===== src/lsr_pkg.sv =====
// Shared constants for the light sensor register and threshold logic.
// Assumes a 125 MHz system clock and register addressing over the serial link.
package lsr_pkg;

    // ------------------------------------------------------------
    // Register select values
    // ------------------------------------------------------------
    localparam int SEL_W = 5;
    localparam logic [SEL_W-1:0] REG_CTRL = 5'h00;
    localparam logic [SEL_W-1:0] REG_INTERRUPT_SETUP = 5'h01;
    localparam logic [SEL_W-1:0] REG_PERIOD = 5'h02;
    localparam logic [SEL_W-1:0] REG_LOW0 = 5'h03;
    localparam logic [SEL_W-1:0] REG_LOW1 = 5'h04;
    localparam logic [SEL_W-1:0] REG_LOW2 = 5'h05;
    localparam logic [SEL_W-1:0] REG_HIGH0 = 5'h06;
    localparam logic [SEL_W-1:0] REG_HIGH1 = 5'h07;
    localparam logic [SEL_W-1:0] REG_HIGH2 = 5'h08;
    localparam logic [SEL_W-1:0] REG_RES0 = 5'h14;
    localparam logic [SEL_W-1:0] REG_RES1 = 5'h15;
    localparam logic [SEL_W-1:0] REG_RES2 = 5'h16;

    // ------------------------------------------------------------
    // Field positions and reset values
    // ------------------------------------------------------------
    localparam int CTRL_POWER_BIT = 0;
    localparam int CTRL_EN_BIT = 1;
    localparam int CTRL_VALID_BIT = 4;
    localparam int CTRL_FLAG_BIT = 5;
    localparam int INTERRUPT_SETUP_STOP_BIT = 6;
    localparam int INTERRUPT_SETUP_CLR_BIT = 7;
    localparam int CMD_BIT = 7;
    localparam int IRQ_PERSISTENCE_W = 4;
    localparam int LEVEL_W = 20;
    localparam logic [7:0] PERIOD_RST = 8'hFF;
    localparam logic [3:0] BYTE_BITS = 4'h8;

    // ------------------------------------------------------------
    // Slave address bytes (write form; read form has bit 0 set)
    // ------------------------------------------------------------
    localparam logic [7:0] ADDR_LOW = 8'hA8;
    localparam logic [7:0] ADDR_HIGH = 8'h56;
    localparam logic [7:0] ADDR_FLOAT = 8'h34;
    localparam logic [1:0] STRAP_LOW = 2'h0;
    localparam logic [1:0] STRAP_HIGH = 2'h1;

    // ------------------------------------------------------------
    // Timing
    // ------------------------------------------------------------
    localparam int STEP_TIME_MS = 5;
    localparam int CLK_PERIOD_NS = 8;
    localparam int STEP_CYCLES_DEF = STEP_TIME_MS * 1000000 / CLK_PERIOD_NS;

    typedef enum logic [2:0] {ST_IDLE, ST_ADDR, ST_AACK, ST_WR, ST_WACK, ST_RD, ST_RACK} lsr_link_t;

endpackage


===== src/lsr_top.sv =====
// Register bank, serial slave and threshold interrupt logic of the light sensor.
// Assumes scl/sda and the strap come from pins; light_sample is the converter
// output on clk_sys; sda and the interrupt line are open drain with pull-ups.
`timescale 1ns/100ps
module lsr_top import lsr_pkg::*; #(
    parameter int STEP_CYCLES = STEP_CYCLES_DEF
) (
    input wire logic clk_sys,
    input wire logic sys_rst,
    input wire logic scl_in,
    input wire logic sda_in,
    output logic sda_o,
    output logic sda_oe,
    input wire logic [1:0] address_select_pin,
    input wire logic [LEVEL_W-1:0] light_sample,
    output logic irq_n
);

    localparam int STEP_W = $clog2(STEP_CYCLES + 1);

    // ------------------------------------------------------------
    // Pin synchronisers
    // ------------------------------------------------------------
    logic scl_m, scl_s, scl_d, sda_m, sda_s, sda_d;
    logic [1:0] strap_m, strap_s;

    // Two flops per pin; the third scl/sda stage only feeds edge detection
    always_ff @(posedge clk_sys) begin
        if (sys_rst) begin
            scl_m <= 1'b1;
            scl_s <= 1'b1;
            scl_d <= 1'b1;
            sda_m <= 1'b1;
            sda_s <= 1'b1;
            sda_d <= 1'b1;
            strap_m <= 2'h0;
            strap_s <= 2'h0;
        end else begin
            scl_m <= scl_in;
            scl_s <= scl_m;
            scl_d <= scl_s;
            sda_m <= sda_in;
            sda_s <= sda_m;
            sda_d <= sda_s;
            strap_m <= address_select_pin;
            strap_s <= strap_m;
        end
    end

    logic scl_rise, scl_fall, start_seen, stop_seen;
    logic [7:0] my_addr;

    // Edge and frame condition detection
    assign scl_rise = scl_s & ~scl_d;
    assign scl_fall = ~scl_s & scl_d;
    assign start_seen = scl_s & scl_d & sda_d & ~sda_s;
    assign stop_seen = scl_s & scl_d & ~sda_d & sda_s;
    // Strap picks the address; any code other than low/high is floating
    assign my_addr = (strap_s == STRAP_LOW) ? ADDR_LOW :
                     (strap_s == STRAP_HIGH) ? ADDR_HIGH : ADDR_FLOAT;

    // ------------------------------------------------------------
    // Register state
    // ------------------------------------------------------------
    logic power_reg, power_next, en_reg, en_next, flag_reg, flag_next, valid_reg, valid_next;
    logic stop_reg, stop_next;
    logic [IRQ_PERSISTENCE_W-1:0] irq_persistence_reg, irq_persistence_next, pcnt_reg, pcnt_next;
    logic [7:0] period_reg, period_next;
    logic [LEVEL_W-1:0] low_reg, low_next, high_reg, high_next, res_reg, res_next;
    logic [STEP_W-1:0] step_reg, step_next;
    logic [7:0] per_reg, per_next;

    // ------------------------------------------------------------
    // Serial slave state
    // ------------------------------------------------------------
    lsr_link_t st_reg, st_next;
    logic [3:0] cnt_reg, cnt_next;
    logic [7:0] sh_reg, sh_next;
    logic oe_reg, oe_next, rw_reg, rw_next, first_reg, first_next;
    logic [SEL_W-1:0] addr_reg, addr_next, base_reg, base_next;
    logic wr_stb, wr_data_stb, cmd_stb, rd_stb;
    logic [7:0] rd_byte;

    // Read mux; unmapped selects and fixed-zero bits read zero
    always_comb begin
        rd_byte = 8'h00;
        case (addr_reg)
            REG_CTRL: begin
                rd_byte[CTRL_POWER_BIT] = power_reg;
                rd_byte[CTRL_EN_BIT] = en_reg;
                rd_byte[CTRL_VALID_BIT] = valid_reg;
                rd_byte[CTRL_FLAG_BIT] = flag_reg;
            end
            REG_INTERRUPT_SETUP: begin
                rd_byte[INTERRUPT_SETUP_STOP_BIT] = stop_reg;
                rd_byte[IRQ_PERSISTENCE_W-1:0] = irq_persistence_reg;
            end
            REG_PERIOD: rd_byte = period_reg;
            REG_LOW0: rd_byte = low_reg[7:0];
            REG_LOW1: rd_byte = low_reg[15:8];
            REG_LOW2: rd_byte[3:0] = low_reg[19:16];
            REG_HIGH0: rd_byte = high_reg[7:0];
            REG_HIGH1: rd_byte = high_reg[15:8];
            REG_HIGH2: rd_byte[3:0] = high_reg[19:16];
            REG_RES0: rd_byte = res_reg[7:0];
            REG_RES1: rd_byte = res_reg[15:8];
            REG_RES2: rd_byte[3:0] = res_reg[19:16];
            default: rd_byte = 8'h00;
        endcase
    end

    // Byte framing: sample on scl rise, change sda on scl fall
    always_comb begin
        st_next = st_reg;
        cnt_next = cnt_reg;
        sh_next = sh_reg;
        oe_next = oe_reg;
        rw_next = rw_reg;
        first_next = first_reg;
        addr_next = addr_reg;
        base_next = base_reg;
        wr_stb = 1'b0;
        rd_stb = 1'b0;
        if (start_seen) begin
            // Repeated start restarts from the stored base
            st_next = ST_ADDR;
            cnt_next = 4'h0;
            oe_next = 1'b0;
            first_next = 1'b1;
            addr_next = base_reg;
        end else if (stop_seen) begin
            st_next = ST_IDLE;
            oe_next = 1'b0;
        end else begin
            case (st_reg)
                ST_ADDR, ST_WR: begin
                    if (scl_rise) begin
                        sh_next = {sh_reg[6:0], sda_s};
                        cnt_next = cnt_reg + 4'h1;
                    end else if (scl_fall && cnt_reg == BYTE_BITS) begin
                        cnt_next = 4'h0;
                        if (st_reg == ST_WR) begin
                            st_next = ST_WACK;
                            oe_next = 1'b1;
                            wr_stb = 1'b1;
                        end else if (sh_reg[7:1] == my_addr[7:1]) begin
                            st_next = ST_AACK;
                            oe_next = 1'b1;
                            rw_next = sh_reg[0];
                        end else begin
                            st_next = ST_IDLE;
                        end
                    end
                end
                ST_AACK: begin
                    if (scl_fall) begin
                        if (rw_reg) begin
                            st_next = ST_RD;
                            rd_stb = 1'b1;
                        end else begin
                            st_next = ST_WR;
                            oe_next = 1'b0;
                        end
                    end
                end
                ST_WACK: begin
                    if (scl_fall) begin
                        st_next = ST_WR;
                        oe_next = 1'b0;
                    end
                end
                ST_RD: begin
                    if (scl_rise) begin
                        cnt_next = cnt_reg + 4'h1;
                    end else if (scl_fall) begin
                        if (cnt_reg == BYTE_BITS) begin
                            st_next = ST_RACK;
                            oe_next = 1'b0;
                            cnt_next = 4'h0;
                        end else begin
                            sh_next = {sh_reg[6:0], 1'b0};
                            oe_next = ~sh_reg[6];
                        end
                    end
                end
                ST_RACK: begin
                    // Master nack ends the read
                    if (scl_rise && sda_s) begin
                        st_next = ST_IDLE;
                    end else if (scl_fall) begin
                        st_next = ST_RD;
                        rd_stb = 1'b1;
                    end
                end
                default: st_next = ST_IDLE;
            endcase
        end
        // Load a read byte and step the address
        if (rd_stb) begin
            sh_next = rd_byte;
            oe_next = ~rd_byte[7];
            addr_next = SEL_W'(addr_reg + 1'b1);
            first_next = 1'b0;
        end
        // Only the first byte may be a command; later ones are data
        if (wr_stb) begin
            first_next = 1'b0;
            if (cmd_stb) begin
                base_next = sh_reg[SEL_W-1:0];
                addr_next = sh_reg[SEL_W-1:0];
            end else begin
                addr_next = SEL_W'(addr_reg + 1'b1);
            end
        end
    end

    assign cmd_stb = wr_stb & first_reg & sh_reg[CMD_BIT];
    assign wr_data_stb = wr_stb & ~cmd_stb;

    // Slave registers; the command base survives between transactions
    always_ff @(posedge clk_sys) begin
        if (sys_rst) begin
            st_reg <= ST_IDLE;
            cnt_reg <= 4'h0;
            sh_reg <= 8'h00;
            oe_reg <= 1'b0;
            rw_reg <= 1'b0;
            first_reg <= 1'b0;
            addr_reg <= REG_CTRL;
            base_reg <= REG_CTRL;
        end else begin
            st_reg <= st_next;
            cnt_reg <= cnt_next;
            sh_reg <= sh_next;
            oe_reg <= oe_next;
            rw_reg <= rw_next;
            first_reg <= first_next;
            addr_reg <= addr_next;
            base_reg <= base_next;
        end
    end

    assign sda_o = 1'b0;
    assign sda_oe = oe_reg;

    // ------------------------------------------------------------
    // Conversion timing and threshold interrupt
    // ------------------------------------------------------------
    logic run, step_done, cyc_done, out_range, irq_set, int_clr;

    // Period zero holds the timer, since it names no valid integration time
    assign run = power_reg & en_reg & (period_reg != 8'h00);
    assign step_done = run && step_reg == STEP_W'(STEP_CYCLES - 1);
    assign cyc_done = step_done && per_reg == period_reg - 8'h01;
    assign out_range = light_sample <= low_reg || light_sample >= high_reg;
    assign irq_set = cyc_done && (irq_persistence_reg == 4'h0 ||
                     (out_range && 5'(pcnt_reg) + 5'h1 >= 5'(irq_persistence_reg)));
    assign int_clr = wr_data_stb && addr_reg == REG_INTERRUPT_SETUP && sh_reg[INTERRUPT_SETUP_CLR_BIT];

    always_comb begin
        power_next = power_reg;
        en_next = en_reg;
        stop_next = stop_reg;
        irq_persistence_next = irq_persistence_reg;
        period_next = period_reg;
        low_next = low_reg;
        high_next = high_reg;
        res_next = res_reg;
        step_next = step_reg;
        per_next = per_reg;
        // Host writes; only documented fields are kept
        if (wr_data_stb) begin
            case (addr_reg)
                REG_CTRL: begin
                    power_next = sh_reg[CTRL_POWER_BIT];
                    en_next = sh_reg[CTRL_EN_BIT];
                end
                REG_INTERRUPT_SETUP: begin
                    stop_next = sh_reg[INTERRUPT_SETUP_STOP_BIT];
                    irq_persistence_next = sh_reg[IRQ_PERSISTENCE_W-1:0];
                end
                REG_PERIOD: period_next = sh_reg;
                REG_LOW0: low_next[7:0] = sh_reg;
                REG_LOW1: low_next[15:8] = sh_reg;
                REG_LOW2: low_next[19:16] = sh_reg[3:0];
                REG_HIGH0: high_next[7:0] = sh_reg;
                REG_HIGH1: high_next[15:8] = sh_reg;
                REG_HIGH2: high_next[19:16] = sh_reg[3:0];
                default: ;
            endcase
        end
        // One-shot stop beats a host enable in the same cycle
        if (irq_set && stop_reg) begin
            en_next = 1'b0;
        end
        // Flag: hardware set wins over host clear
        flag_next = irq_set ? 1'b1 : (int_clr ? 1'b0 : flag_reg);
        valid_next = (power_reg & en_reg) ? (valid_reg | cyc_done) : 1'b0;
        // Persistence run length
        if (int_clr || (cyc_done && !out_range) || irq_set) begin
            pcnt_next = 4'h0;
        end else if (cyc_done) begin
            pcnt_next = pcnt_reg + 4'h1;
        end else begin
            pcnt_next = pcnt_reg;
        end
        // Integration timer in 5 ms steps
        if (!run) begin
            step_next = '0;
            per_next = 8'h00;
        end else if (step_done) begin
            step_next = '0;
            per_next = cyc_done ? 8'h00 : per_reg + 8'h01;
        end else begin
            step_next = step_reg + 1'b1;
        end
        if (cyc_done) begin
            res_next = light_sample;
        end
    end

    always_ff @(posedge clk_sys) begin
        if (sys_rst) begin
            power_reg <= 1'b0;
            en_reg <= 1'b0;
            flag_reg <= 1'b0;
            valid_reg <= 1'b0;
            stop_reg <= 1'b0;
            irq_persistence_reg <= 4'h0;
            pcnt_reg <= 4'h0;
            period_reg <= PERIOD_RST;
            low_reg <= 20'h00000;
            high_reg <= 20'h00000;
            res_reg <= 20'h00000;
            step_reg <= '0;
            per_reg <= 8'h00;
        end else begin
            power_reg <= power_next;
            en_reg <= en_next;
            flag_reg <= flag_next;
            valid_reg <= valid_next;
            stop_reg <= stop_next;
            irq_persistence_reg <= irq_persistence_next;
            pcnt_reg <= pcnt_next;
            period_reg <= period_next;
            low_reg <= low_next;
            high_reg <= high_next;
            res_reg <= res_next;
            step_reg <= step_next;
            per_reg <= per_next;
        end
    end

    // Interrupt line follows the flag, active low for an open-drain pull-up
    always_ff @(posedge clk_sys) begin
        if (sys_rst) begin
            irq_n <= 1'b1;
        end else begin
            irq_n <= ~flag_next;
        end
    end
endmodule


===== config.mk =====
export PLATFORM = sky130hd
export DESIGN_NAME = lsr_top
export DESIGN_NICKNAME = d
export VERILOG_FILES = /design/src/lsr_pkg.sv /design/src/lsr_top.sv
export SDC_FILE = /design/constraint.sdc
export NUM_CORES = 1
export LEC_CHECK = 0
export ABC_AREA = 1
export BUFFER_PORTS_ARGS = -buffer_cell sky130_fd_sc_hd__buf_2
export CORE_MARGIN = 2
export CORE_UTILIZATION = 30
export CTS_BUF_LIST = sky130_fd_sc_hd__clkbuf_16
export CTS_CLUSTER_DIAMETER = 150
export DETAILED_ROUTE_END_ITERATION = 16
export PLACE_DENSITY_LB_ADDON = 0.15
export SYNTH_ARGS = -nofsm -noshare
export SYNTH_HDL_FRONTEND = slang
export SYNTH_SLANG_ARGS = --single-unit

===== constraint.sdc =====
create_clock -name clk_sys -period 5.2 [get_ports clk_sys]
set_input_delay 0.26 -clock clk_sys [delete_from_list [all_inputs] [get_ports clk_sys]]
set_output_delay 0.26 -clock clk_sys [all_outputs]
set_load 0.1 [all_outputs]

# Word level (Yosys, flattened, before mapping)
# Index checks and enable logic that the tools add are counted.
# word_totals
regBits	148
ramBits	0
input_bits	26
memories	0
latch_bits	0
wordCells	245
output_inout_bits	3
mem_bits_ro	0
# classes
div_mod_pow	0
n_shift	0
n_eq_ne	55
order_cmp	3
bitwise	27
n_mux	70
multipliers	0
n_reduce_logical	48
add_sub_neg	7
# op_table
op	count
2-to-1 mux 8 bit	9
inequality test 5 bit, second input constant	8
2-to-1 mux 3 bit	11
2-to-1 mux 1 bit	29
inequality test 4 bit, second input constant	7
inequality test 3 bit, second input constant	8
case mux 2 bit (12 select lines)	1
case mux 2 bit (11 select lines)	1
adder 20 x 1 -> 20 bit, second input constant	1
== test 20 bit, second input constant	1
== test 5 x 3 -> 1 bit, second input constant	4
greater-or-equal comparator 20 bit	1
<= comparator 20 bit	1
2-to-1 mux 4 bit	5
2-to-1 mux 5 bit	4
AND reduction 2 bit	10
case mux 2 bit (8 select lines)	1
case mux 8 bit (2 select lines)	1
AND reduction 8 bit	2
== test 5 bit, second input constant	3
case mux 3 bit (5 select lines)	1
inequality test 2 bit, second input constant	7
NOT 1 bit	14
AND reduction 7 bit	2
other kinds (41)	78

# Depth between registers and ports, before layout
# logic_depth
word_depth	17
ltp_mapped	17
depth_no_buf	17

# Worst setup path before layout
# Ideal clock, no wire load.
# synth_path
path_type	reg2reg
from	register period_reg[0]
to	register res_reg[12]
slack_ns	3.266
path_buffers	2
arrival_ns	1.788
setup_ns	0.146
required_time_ns	5.054
period_less_slack_ns	1.934
path_stages_with_launch	15
path_cell_list	dfxtp_1 -> inv_1 -> ha_1 -> nand2_1 -> inv_1 -> nor2_1 -> o21ai_0 -> nor2_1 -> nand3_1 -> nor2_1 -> nand3_2 -> buf_6 -> buf_2 -> nor2_1 -> a211oi_2
# synth_via
elab_chain_cells	4
elab_cells_between_ends	6
classes_between	1 x add/sub; 1 x eq/ne; 1 x bitwise; 3 x reduce/logical
# synth_rtl
element	line_no	text
from (decl)	lsr_top.sv:68	logic [7:0] period_reg, period_next;
from (signal assigned)	lsr_top.sv:345	period_reg <= period_next;
parallel branches: the longest is 3 deep, another holds subtractor 8 x 1 -> 8 bit	-	
logical AND 1 bit (*)	lsr_top.sv:254	assign cyc_done = step_done && per_reg == period_reg - 8'h01;
to (signal assigned)	lsr_top.sv:348	res_reg <= res_next;
to (decl)	lsr_top.sv:69	logic [LEVEL_W-1:0] low_reg, low_next, high_reg, high_next, res_reg, res_next;
# Every way passes the cells marked *.
# A chain may end at the register's enable or synchronous reset.

# Final worst setup path
# layout_path
from	register period_reg[0]
to	register per_reg[6]
# layout_via
elab_chain_cells	5
elab_cells_between_ends	9
classes_between	1 x add/sub; 1 x eq/ne; 1 x mux; 2 x bitwise; 4 x reduce/logical
# layout_rtl
element	line_no	text
parallel branches: the longest is 5 deep, another holds subtractor 8 x 1 -> 8 bit	-	
to (signal assigned)	lsr_top.sv:350	per_reg <= per_next;
to (decl)	lsr_top.sv:71	logic [7:0] per_reg, per_next;
# Parallel ways; which one is timed is not known.

==> out/qor.txt <==
Slew Viols, Final: 0
critical path fanouts, max: 47
postcts setup bufs: 0
Final Skew: 9.54 ps
RSZ-0062 raised after global routing: false
share of the synthesized area in the top cell type: 34.1%
total CTS buffers: 17
post-synthesis sequential area ratio: 34.1%
post-synth cell types: 50
Post-Synth Adder-Cell Area: 8.34%
Max Freq: 409 MHz
synth top area cells: dfxtp_1, nand2_1, ha_1, inv_1, a21oi_1
GRT overflow: 0
final setup fails: 0
Post-Synthesis Cells: 1,232
Setup CP Type: flip-flop to flip-flop
relative slew slack: 51.6%
Worst-Margin Slew: 726 ps
Post-Synth XOR/XNOR Area: 1.51%
num ports: 29
die area: 0.0304 mm^2
IR drop worst, VDD: 0.000219 V
Clock Pin Slew Worst Setup and Hold Paths: 70 ps
CTS root buf: clkbuf_16
syn_nets: 1,316
max-cap violation count: 0
asr flop ratio synth: 0%
initial antenna violation count: 0
multiplexer share of the synthesized area: 0%
fin nets: 1,334
Synth area leader: dfxtp_1
count of antenna-violating nets left after detailed routing: 0
largest net degree at the start of global routing: 74
P&R area growth vs syn: 11.8%
post-cts resize count: 0
core area: 0.0286 mm^2
port bufs: 27
Critical Path End Type: flip-flop
HP Class: input port to flip-flop
clock buffer depth: 2
Clock Sinks: 148
Tmin final: 2450 ps
routed wire length: 25,700 um
share of post-route cells with drive strength above 1: 10.1%
Synth Area in Simple Gates: 27.2%
Synthesis Warnings: 0
largest family of logic cells by synthesized area: simple AND/OR/NAND/NOR gates
Chip Height: 174 um
Critical Path RT: 5560 ps
Compound-Gate Fraction of Synth Area: 18.1%
Post-Syn Area per Cell: 7.06 um^2
first-pass GRT wire length: 41,100 um
Pre-antenna DRT Iters: 5
TritonCTS clock tree: built
Post-DP HPWL: 19,300 um
startpoint types: flip-flop
power per cell area: 302 mW/mm^2
hold violation total from the final report: 0
Overall Power: 0.00294 W
fin crit share: 47.0%
setup tns final: 0 ps
final core utilization: 34.0%
vias in the first global route: 7,489
Initial Util: 30.4%
vias: 7,802
status: finished clean
drt via density: 4.74
Clock Latency Late Sink: 440 ps
Hold-fix buffers, CTS: 1
commonest cells after routing, fill and taps aside: nand2_1, inv_1, dfxtp_1
Initial DRC Count: 426
Die Width: 174 um
post-detailed-route wirelength per cell: 15.6 um
DR DRC count: 0
GRT Util Overall: 17.4%
commonest non-fill, non-tap cell in the layout: nand2_1
number of synthesized flops with an enable pin: 0
Leakage: 4.04 nW
Yosys reg bits: 148
CTS H-Tree Depth: 4
row cnt: 62
Inserted Diodes: 0
cell area after synthesis: 0.00870 mm^2
Critical Path AT: 2810 ps
placer congestion estimate: 0.847
fin area: 0.00972 mm^2
Main synth FF type: dfxtp_1
placed cell areas: 0.00913 mm^2
==> cells by family after synthesis <==
family | after synthesis
XOR/XNOR | 15
AND/OR/NAND/NOR | 522
AO/OA/AOI/OAI | 264
other | 1
flip-flops | 148
adder cells (fa/ha/maj) | 58
buffers and inverters | 224
==> synth_stat cells (2+ instances only) <==
library cell  instances
nand2_1             244
inv_1               176
dfxtp_1             148
nor2_1              136
a21oi_1             106
o21ai_0              77
ha_1                 58
nand3_1              52
o22ai_1              29
nor3_1               25
a211oi_2             18
nor2_2               13
clkbuf_1             12
xor2_1               12
nand4_1              11
o211ai_1             10
buf_6                 9
clkinv_1              8
buf_2                 7
inv_2                 7
nand3b_1              6
nand3_2               5
nor2_8                5
o21ai_1               5
a211oi_1              4
a41oi_1               4
nand2_2               4
nor2_4                4
nor3b_1               4
or2_2                 4
xnor2_1               3
a21o_1                2
a31oi_1               2
buf_1                 2
buf_4                 2
nor3_2                2
nor4_1                2
o21a_1                2
==> per-layer routing <==
layer | part of all wire, % | GRT usage (%) | vias to the layer above
li1 | - | - | 4079
met3 | 3.1 | 3.02 | 27
met1 | 47 | 22.1 | 3580
met2 | 48 | 29.8 | 116
met4 | 2.0 | 5.64 | 0
met5 | 0 | 0 | -
==> final timing paths <==
| kind | slack, ps | cells past startpoint | from | to |
|---|---|---|---|---|
| max reg2reg | 2750 | 15 | period_reg[0] | per_reg[6] |
| min | 30 | 3 | address_select_pin[0] | strap_m[0] |
| min reg2reg | 410 | 2 | strap_m[1] | strap_s[1] |
| max | 2750 | 15 | period_reg[0] | per_reg[6] |
==> where the power goes <==
group	internal, W	leakage (nW)	switching [W]	total [W]
registers	0.00117	1.20	0.0000496	0.00122
logic	0.000132	2.56	0.000334	0.000466
clock network	0.000708	0.279	0.000540	0.00125
==> critical path, cell delays in order (launching register included) <==
cell	delay [ps]
dfxtp_1	330
inv_1	180
ha_1	240
nand2_1	80
nor2_1	120
nand2_1	60
nand2_1	80
nand3_1	110
inv_1	70
nor2_1	40
nand3_2	60
buf_4	470
nand2_1	270
inv_1	100
nand2_1	50
a21oi_1	100
==> stage by stage <==
step	hold slack, ps	std cells	worst slack, ps
finish	29.4	1647	2750
CTS	19.3	1647	2700
global placement	396	1614	2780
detailed placement	398	1614	2720
floorplan	364	1232	3270
global route	30.2	1647	2460
==> area by class of cell <==
class / instances / area [um^2]
Sequential cell: 148 / 2960
Clock buffer: 17 / 425
Clock inverter: 15 / 153
Fill cell: 3089 / 18900
Inverter: 192 / 726
Timing Repair Buffer: 31 / 168
Multi-Input combinational cell: 860 / 4800
Tap cell: 384 / 480
Power figures use the tool's default switching activity.
